**config.mk**
```make
export PLATFORM = sky130hd
export DESIGN_NAME = ieee488_command_decoder
export DESIGN_NICKNAME = d
export VERILOG_FILES = /design/src/rtl/byte_skid_buffer.v /design/src/rtl/ieee488_command_decoder.v
export VERILOG_INCLUDE_DIRS = /design/src /design/src/rtl
export SDC_FILE = /design/constraint.sdc
export NUM_CORES = 1
export LEC_CHECK = 0
export BUFFER_PORTS_ARGS = -buffer_cell sky130_fd_sc_hd__buf_2
export CORE_ASPECT_RATIO = 0.9
export CORE_MARGIN = 2
export CORE_UTILIZATION = 50
export DETAILED_ROUTE_END_ITERATION = 8
export HOLD_SLACK_MARGIN = 0.1
export PLACE_DENSITY_LB_ADDON = 0.08
export REMOVE_ABC_BUFFERS = 1
export SYNTH_ARGS = -nofsm -noshare
export SYNTH_HDL_FRONTEND = slang
export SYNTH_SLANG_ARGS = --single-unit
```
**constraint.sdc**
```tcl
create_clock -name clk -period 1.55 [get_ports clk]
set_clock_uncertainty 0.1 [all_clocks]
set_input_delay 0.0775 -clock clk [delete_from_list [all_inputs] [get_ports clk]]
set_output_delay 0.0775 -clock clk [all_outputs]
set_load 0.05 [all_outputs]
```
**src/rtl/gpib_cmd_defs.vh**
```
`ifndef GPIB_CMD_DEFS_VH
`define GPIB_CMD_DEFS_VH

// ====================================================================
// Multiline command codes, compared on the seven low data lines.
`define CMD_GO_LOCAL        7'h01
`define CMD_SEL_CLEAR       7'h04
`define CMD_TRIGGER         7'h08
`define CMD_LOCKOUT         7'h11
`define CMD_DEV_CLEAR       7'h14
`define CMD_POLL_ON         7'h18
`define CMD_POLL_OFF        7'h19
`define CMD_UNLISTEN        7'h3F
`define CMD_UNTALK          7'h5F

// ====================================================================
// Address groups: the top two of the seven bits select the group.
`define GRP_HI              6
`define GRP_LO              5
`define GRP_LISTEN          2'h1
`define GRP_TALK            2'h2
`define GRP_SECONDARY       2'h3
`define ADDR_HI             4
`define ADDR_LO             0

// ====================================================================
// Bit positions in the synchronised pin vector.
`define PIN_ATN             8
`define PIN_DAV             9
`define PIN_IFC             10
`define PIN_REN             11
`define PIN_COUNT           12

// ====================================================================
// Acceptor handshake states.
`define AH_READY            2'h0
`define AH_TAKE             2'h1
`define AH_DONE             2'h2

`endif

```
**src/rtl/byte_skid_buffer.v**
```verilog
`timescale 1ns/100ps

module byte_skid_buffer #(
   parameter WIDTH = 8
) (
   // Clock and reset.
   input  wire             clk,
   input  wire             rst_n,
   input  wire             flush,
   // Filling side.
   input  wire [WIDTH-1:0] in_data,
   input  wire             in_valid,
   output wire             in_ready,
   // Draining side.
   output wire [WIDTH-1:0] out_data,
   output wire             out_valid,
   input  wire             out_ready
);

   reg [WIDTH-1:0] slot_q [0:1];
   reg             rd_q;
   reg             wr_q;
   reg [1:0]       count_q;

   wire push = in_valid & in_ready;
   wire pop  = out_valid & out_ready;

   assign in_ready  = (count_q != 2'h2);
   assign out_valid = (count_q != 2'h0);
   assign out_data  = slot_q[rd_q];

   always @(posedge clk) begin
      if (!rst_n || flush) begin
         rd_q    <= 1'b0;
         wr_q    <= 1'b0;
         count_q <= 2'h0;
      end else begin
         if (push) begin
            wr_q <= ~wr_q;
         end
         if (pop) begin
            rd_q <= ~rd_q;
         end
         case ({push, pop})
            2'b10:   count_q <= count_q + 2'h1;
            2'b01:   count_q <= count_q - 2'h1;
            default: count_q <= count_q;
         endcase
      end
   end

   always @(posedge clk) begin
      if (push) begin
         slot_q[wr_q] <= in_data;
      end
   end

endmodule // byte_skid_buffer

```
**src/rtl/ieee488_command_decoder.v**
```verilog
// How it works
// - Universal commands act with ATN true whatever the addressing state.
// - Local lockout 0x11 locks the local key and front panel.
// - Device clear 0x14 pulses dev_clear_q, leaves serial poll mode and flushes the data buffer.
// - Serial poll enable 0x18 enters serial poll mode.
// - Serial poll disable 0x19 leaves serial poll mode, addressed or not.
// - Addressed commands act only while listen-addressed, else ignored.
// - Selective device clear 0x04, when listen-addressed, clears like device clear.
// - Go-to-local 0x01, when listen-addressed, leaves remote, may release lockout.
// - Group execute trigger 0x08 starts the configured triggered action.
// - Primary address ORed with 0x20 under ATN makes the device a listener.
// - Primary address ORed with 0x40 under ATN makes the device a talker.
// - Secondary group bytes 0x60 to 0x7F are ignored.
// - Unlisten 0x3F under ATN puts the device in listener idle.
// - Untalk 0x5F under ATN puts a talker into talker idle.
// - Bytes with ATN false go to the parser only while listening.
// - Bytes move under the interlocked DAV, NRFD, NDAC handshake.
// - Interface clear returns talker and listener to idle.
// - With remote enable asserted, the device goes remote once listen-addressed.
`timescale 1ns/100ps
`include "gpib_cmd_defs.vh"

module ieee488_command_decoder #(
   parameter GTL_UNLOCKS = 1
) (
   // Clock and reset.
   input  wire       clk,
   input  wire       rst_n,
   // Bus lines, active low, from the pins.
   input  wire [7:0] dio_n,
   input  wire       atn_n,
   input  wire       dav_n,
   input  wire       ifc_n,
   input  wire       ren_n,
   // Open-drain handshake lines driven by the acceptor.
   output wire       nrfd_n_out,
   output wire       nrfd_n_oe,
   output wire       ndac_n_out,
   output wire       ndac_n_oe,
   // Configuration.
   input  wire [4:0] primary_addr,
   // Device state.
   output reg        listen_q,
   output reg        talk_q,
   output reg        remote_q,
   output reg        lockout_q,
   output reg        poll_mode_q,
   output reg        dev_clear_q,
   output reg        trigger_q,
   // Device data to the command parser.
   output wire [7:0] data_out,
   output wire       data_valid,
   input  wire       data_ready
);

   // ================================================================
   // Pin synchronisers: three flops, a change counts once the second
   // and third stages agree.
   wire [`PIN_COUNT-1:0] pin_raw = {ren_n, ifc_n, dav_n, atn_n, dio_n};
   reg  [`PIN_COUNT-1:0] sync1_q;
   reg  [`PIN_COUNT-1:0] sync2_q;
   reg  [`PIN_COUNT-1:0] sync3_q;
   reg  [`PIN_COUNT-1:0] pin_q;

   always @(posedge clk) begin
      sync1_q <= pin_raw;
      sync2_q <= sync1_q;
      sync3_q <= sync2_q;
   end

   genvar gi;
   generate
      for (gi = 0; gi < `PIN_COUNT; gi = gi + 1) begin : g_pin
         always @(posedge clk) begin
            if (!rst_n) begin
               pin_q[gi] <= 1'b1;
            end else if (sync2_q[gi] == sync3_q[gi]) begin
               pin_q[gi] <= sync3_q[gi];
            end
         end
      end
   endgenerate

   wire       atn = ~pin_q[`PIN_ATN];
   wire       dav = ~pin_q[`PIN_DAV];
   wire       ifc = ~pin_q[`PIN_IFC];
   wire       ren = ~pin_q[`PIN_REN];
   wire [7:0] dio = ~pin_q[7:0];

   function is_cmd;
      input [6:0] b;
      input [6:0] code;
      begin
         is_cmd = (b == code);
      end
   endfunction

   // ================================================================
   // Acceptor handshake.
   reg  [1:0] ah_q;
   reg  [1:0] ah_d;
   reg  [7:0] byte_q;
   reg        byte_atn_q;
   wire       buf_ready;
   wire       push_data = (ah_q == `AH_TAKE) & ~byte_atn_q & listen_q;
   wire       ah_active = atn | listen_q;
   reg        nrfd_hold;
   reg        ndac_hold;

   always @* begin
      ah_d = ah_q;
      case (ah_q)
         `AH_READY: begin
            if (dav && ah_active) begin
               ah_d = `AH_TAKE;
            end
         end
         `AH_TAKE: begin
            if (!push_data || buf_ready) begin
               ah_d = `AH_DONE;
            end
         end
         `AH_DONE: begin
            if (!dav) begin
               ah_d = `AH_READY;
            end
         end
         default: ah_d = `AH_READY;
      endcase
   end

   // Ready for data only while idle and waiting; NDAC released once taken.
   always @* begin
      nrfd_hold = ah_active & (ah_q != `AH_READY);
      ndac_hold = ah_active & (ah_q != `AH_DONE);
      if (ah_q != `AH_READY) begin
         nrfd_hold = 1'b1;
         ndac_hold = (ah_q == `AH_TAKE);
      end
   end

   assign nrfd_n_out = 1'b0;
   assign nrfd_n_oe  = nrfd_hold;
   assign ndac_n_out = 1'b0;
   assign ndac_n_oe  = ndac_hold;

   always @(posedge clk) begin
      if (!rst_n || ifc) begin
         ah_q       <= `AH_READY;
         byte_q     <= 8'h00;
         byte_atn_q <= 1'b0;
      end else begin
         ah_q <= ah_d;
         if (ah_q == `AH_READY && ah_d == `AH_TAKE) begin
            byte_q     <= dio;
            byte_atn_q <= atn;
         end
      end
   end

   // ================================================================
   // Command decode, acted on once per accepted byte under ATN.
   wire [6:0] cb       = byte_q[6:0];
   wire [1:0] grp      = cb[`GRP_HI:`GRP_LO];
   wire [4:0] addr     = cb[`ADDR_HI:`ADDR_LO];
   wire       cmd_take = (ah_q == `AH_TAKE) & byte_atn_q;
   wire       is_mla   = (grp == `GRP_LISTEN) & (addr == primary_addr);
   wire       is_mta   = (grp == `GRP_TALK) & (addr == primary_addr);
   wire       is_unl   = is_cmd(cb, `CMD_UNLISTEN);
   wire       is_unt   = is_cmd(cb, `CMD_UNTALK);
   wire       is_ota   = (grp == `GRP_TALK) & ~is_mta & ~is_unt;
   wire       is_scg   = (grp == `GRP_SECONDARY);
   wire       clr_all  = cmd_take & (is_cmd(cb, `CMD_DEV_CLEAR)
                         | (listen_q & is_cmd(cb, `CMD_SEL_CLEAR)));

   always @(posedge clk) begin
      if (!rst_n) begin
         listen_q    <= 1'b0;
         talk_q      <= 1'b0;
         remote_q    <= 1'b0;
         lockout_q   <= 1'b0;
         poll_mode_q <= 1'b0;
         dev_clear_q <= 1'b0;
         trigger_q   <= 1'b0;
      end else begin
         dev_clear_q <= clr_all;
         trigger_q   <= cmd_take & listen_q & is_cmd(cb, `CMD_TRIGGER);
         if (ifc) begin
            listen_q <= 1'b0;
            talk_q   <= 1'b0;
         end else if (cmd_take && !is_scg) begin
            if (is_mla) begin
               listen_q <= 1'b1;
            end else if (is_unl) begin
               listen_q <= 1'b0;
            end
            if (is_mta) begin
               talk_q <= 1'b1;
            end else if (is_unt || is_ota) begin
               talk_q <= 1'b0;
            end
            if (is_cmd(cb, `CMD_POLL_ON)) begin
               poll_mode_q <= 1'b1;
            end else if (is_cmd(cb, `CMD_POLL_OFF)) begin
               poll_mode_q <= 1'b0;
            end
         end
         if (!ren) begin
            remote_q  <= 1'b0;
            lockout_q <= 1'b0;
         end else begin
            if (cmd_take && is_mla) begin
               remote_q <= 1'b1;
            end
            if (cmd_take && is_cmd(cb, `CMD_LOCKOUT)) begin
               lockout_q <= 1'b1;
            end
            if (cmd_take && listen_q && is_cmd(cb, `CMD_GO_LOCAL)) begin
               remote_q <= 1'b0;
               if (GTL_UNLOCKS != 0) begin
                  lockout_q <= 1'b0;
               end
            end
         end
         if (clr_all) begin
            poll_mode_q <= 1'b0;
         end
      end
   end

   // ================================================================
   // Data path to the command parser; a stall holds NDAC on the bus.
   byte_skid_buffer #(
      .WIDTH (8)
   ) u_data_buf (
      .clk       (clk),
      .rst_n     (rst_n),
      .flush     (clr_all),
      .in_data   (byte_q),
      .in_valid  (push_data),
      .in_ready  (buf_ready),
      .out_data  (data_out),
      .out_valid (data_valid),
      .out_ready (data_ready)
   );

endmodule // ieee488_command_decoder

```
==> flow_summary.ini <==
[layout]
n_antenna_cell = 0
fillers = 383
fin_nets = 332
drive_gt1_share_pct = 36.1
syn_to_final_growth_pct = 34.0

[route]
viasPerCell = 4.96
wl_um = 5300
drt_iter0_drc = 72
post_drt_wl_per_cell_um = 13.8
final_antenna_net_count = 0
first_pass_iters = 4
drc = 0
vias = 1900

[grt]
grt_max_degree = 19
use_met1_pct = 20.0
grt_pass1_vias = 1822
grt_usage_pct = 17.8
grt_pass1_wl_um = 7990
grt_antenna_before_repair = 0
grt_overflow_total = 0
use_met3_pct = 6.00
use_met2_pct = 30.4
grt-busiest-layer = met2

[power_and_ir_drop]
p_int_uw = 3260
swShare_pct = 21.5
p_seq_share_pct = 58.3
p_switching_uw = 892
combPwrFrac_pct = 4.5
clkPwrFrac_pct = 37.3
power_density_mw_per_mm2 = 1110
vdd_drop_max_uv = 1020
p_leak_uw = 0.00143

[flow_run]
drv_cap = 0

[critical_path]
critPathMaxFanout = 8
critPathCaptureType = flip-flop
reg2reg_from = ah_q[1]
rrSetupSlack_ns = 0.02
cp.required_ns = 1.51
r2r_cells = 5
r2r_end = u_data_buf.slot_q[1][1]
critPathKind = flip-flop to flip-flop
worstSetupStartpointType = flip-flop
cp_data_arrival_time_ns = 1.49

[clocking]
cts_tree = yes
cts.clk_slew.worst_paths_ns = 0.08
clock_latency_ns = 0.34
cts_root_buffer = clkbuf_8
cts_max_level = 3
cts_buffer_depth = 2
cts_buffers = 9
clock-sinks = 87

[yosys]
synth.distinct_cells = 39
synth_commonest_cells = 71 x dfxtp_1, 32 x nor2_1, 16 x a21oi_1, 16 x edfxtp_1, 16 x o21ai_0
ys.flop_type = dfxtp_1
avgSynthCellArea_um2 = 12.1
synth-xor-area-share_pct = 3.15
synth.cell_area_mm2 = 0.00278
ys_ff_latch = 87
synth-seq-area-share_pct = 68.4
synthTopCellsByArea = dfxtp_1 51%, edfxtp_1 17%, nor2_1 4.3%
synth_edf_count = 16
synth_mux_area_share_pct = 3.24
syn_inst = 230
synth-adder-area-share_pct = 0.450
synth_top_family_by_area = simple AND/OR/NAND/NOR gates
postSynth.asyncResetShare_pct = 0
synth_compound_area_share_pct = 10.7
yosysWarnings = 0
synth-simple-area-share_pct = 11.5
synth_largest_area_cell = dfxtp_1
yosys.cell_count.top_type = dfxtp_1
synth_top_area_share_pct = 51.1

[run_status]
outcome = completed

[place]
gp_congestion = 0.786
dp_slack_ns = -0.0713
portBuffers = 37
dpl.hpwl_um = 3250

[worst_hold_path]
min_to = listen_q
min_path_type = input port to flip-flop
hold_depth = 5
hp-start = primary_addr[3]

[sta]
finalCriticalPeriod_ns = 1.53
worstMarginPinSlew_ns = 0.546
slew_violations = 0
grt_setup_unrepaired = true
fin_crit_sh_pct = 98.8
slew_headroom_pct = 63.5
fmax_ghz = 0.653
hold_viol_final = 0
fin_ws_ns = 0.0193
tns_ns = 0
setup_viol = 0

[die]
die_height_um = 74.7
core.rowCount = 25
coreArea_mm2 = 0.00532
ios = 40
start_util_pct = 52.3
die-area_mm2 = 0.00617
dieWidth_um = 82.6
[stage by stage]
step	hold WS, ns	cells	power (µW)	cell area (µm²)	util (%)
floorplan	0.00522	224	2540	2740	-
global placement	0.0795	348	2600	3170	59.7
detailed placement	0.0814	348	2610	3170	59.7
CTS	0.109	378	4160	3560	67.0
global route	0.150	383	4310	3720	70.0
finish	0.128	383	4150	3720	70.0
[critical path, cell delays in order, from the launching register on]
cell and delay (ns):
dfxtp_2 0.34, and4bb_2 0.32, o21ai_2 0.08, buf_4 0.16, nor2_4 0.09, buf_6 0.15
[per-layer routing]
| metal | wire [µm] | part of all wire (%) | vias to the layer above |
|---|---|---|---|
| met1 | 2340 | 44 | 897 |
| met2 | 2680 | 51 | 35 |
| met4 | 68 | 1.3 | 0 |
| met3 | 212 | 4.0 | 8 |
| li1 | - | - | 960 |
| met5 | 0 | 0 | - |
[kinds of logic after synthesis]
kind of cell / count (synthesis)
xor+xnor: 10
buf+inv: 14
flops: 87
fa+ha+maj: 1
mux: 8
simple gates: 61
other cells: 1
compound gates: 48
[final cells by class]
type,instances,area [µm²],share of cell area [%]
timing repair buffer,76,583,15.7
tap,67,83.8,2.25
clock inverter,2,17.5,0.470
clock buffer,14,185,4.97
inverter,7,26.3,0.705
multi-input combinational,130,917,24.6
sequential,87,1910,51.3
[sequential cells by signal, summed over array words and instances, names as in the netlist, 2 cells and up, named ones only]
register            cells
ah_q                    2
byte_q                  8
pin_q                  12
sync1_q                12
sync2_q                12
sync3_q                12
u_data_buf.count_q      2
u_data_buf.slot_q      16
[timing repair]
action / 4_1_cts / 5_1_grt
pin swaps: 5 / 6
hold endpoints to repair: 33 / 0
cloned: 0 / 2
gates resized for setup: 18 / 18
setup endpoints to repair: 29 / 38
hold buffers: 13 / 0
buffers inserted: 1 / 3
[power by group through the flow]
| stage | Clock [µW] | Sequential, µW | Combinational (µW) |
|---|---|---|---|
| global placement | 0 | 2460 | 135 |
| detailed placement | 0 | 2470 | 139 |
| finish | 1550 | 2420 | 185 |
| global route | 1680 | 2430 | 202 |
| floorplan | 0 | 2460 | 79.3 |
| CTS | 1570 | 2420 | 166 |
[cells in the final DEF (no fill, tap or decap), types with 3 or more instances in the layout]
| cell | count |
|---|---|
| nor2_1 | 29 |
| o21ai_0 | 15 |
| buf_4 | 18 |
| edfxtp_1 | 16 |
| clkbuf_1 | 3 |
| xnor2_1 | 3 |
| nor3_1 | 3 |
| buf_6 | 6 |
| buf_2 | 36 |
| nand2_1 | 3 |
| a21oi_1 | 15 |
| mux2_2 | 8 |
| xor2_1 | 5 |
| clkbuf_16 | 4 |
| dfxtp_1 | 65 |
| clkbuf_8 | 9 |
| inv_1 | 6 |
| dfxtp_2 | 5 |
| dlygate4sd3_1 | 13 |
| a211oi_1 | 6 |
| a211oi_2 | 3 |
| nand3b_1 | 3 |
[worst max path at each step]
stage                                     start                      end  slack, ns  cells after the start
after CTS                               ah_q[1]                lockout_q      0.005                      5
after global routing                 byte_atn_q    u_data_buf.count_q[1]      -0.04                      7
after floorplan                        listen_q  u_data_buf.slot_q[0][0]      -0.45                      3
after global placement    u_data_buf.count_q[0]    u_data_buf.count_q[1]      -0.01                      6
after detailed placement  u_data_buf.count_q[0]    u_data_buf.count_q[0]      -0.07                      6
final                                   ah_q[1]  u_data_buf.slot_q[1][1]       0.02                      5
No activity file was read; power rests on OpenSTA's default activity.
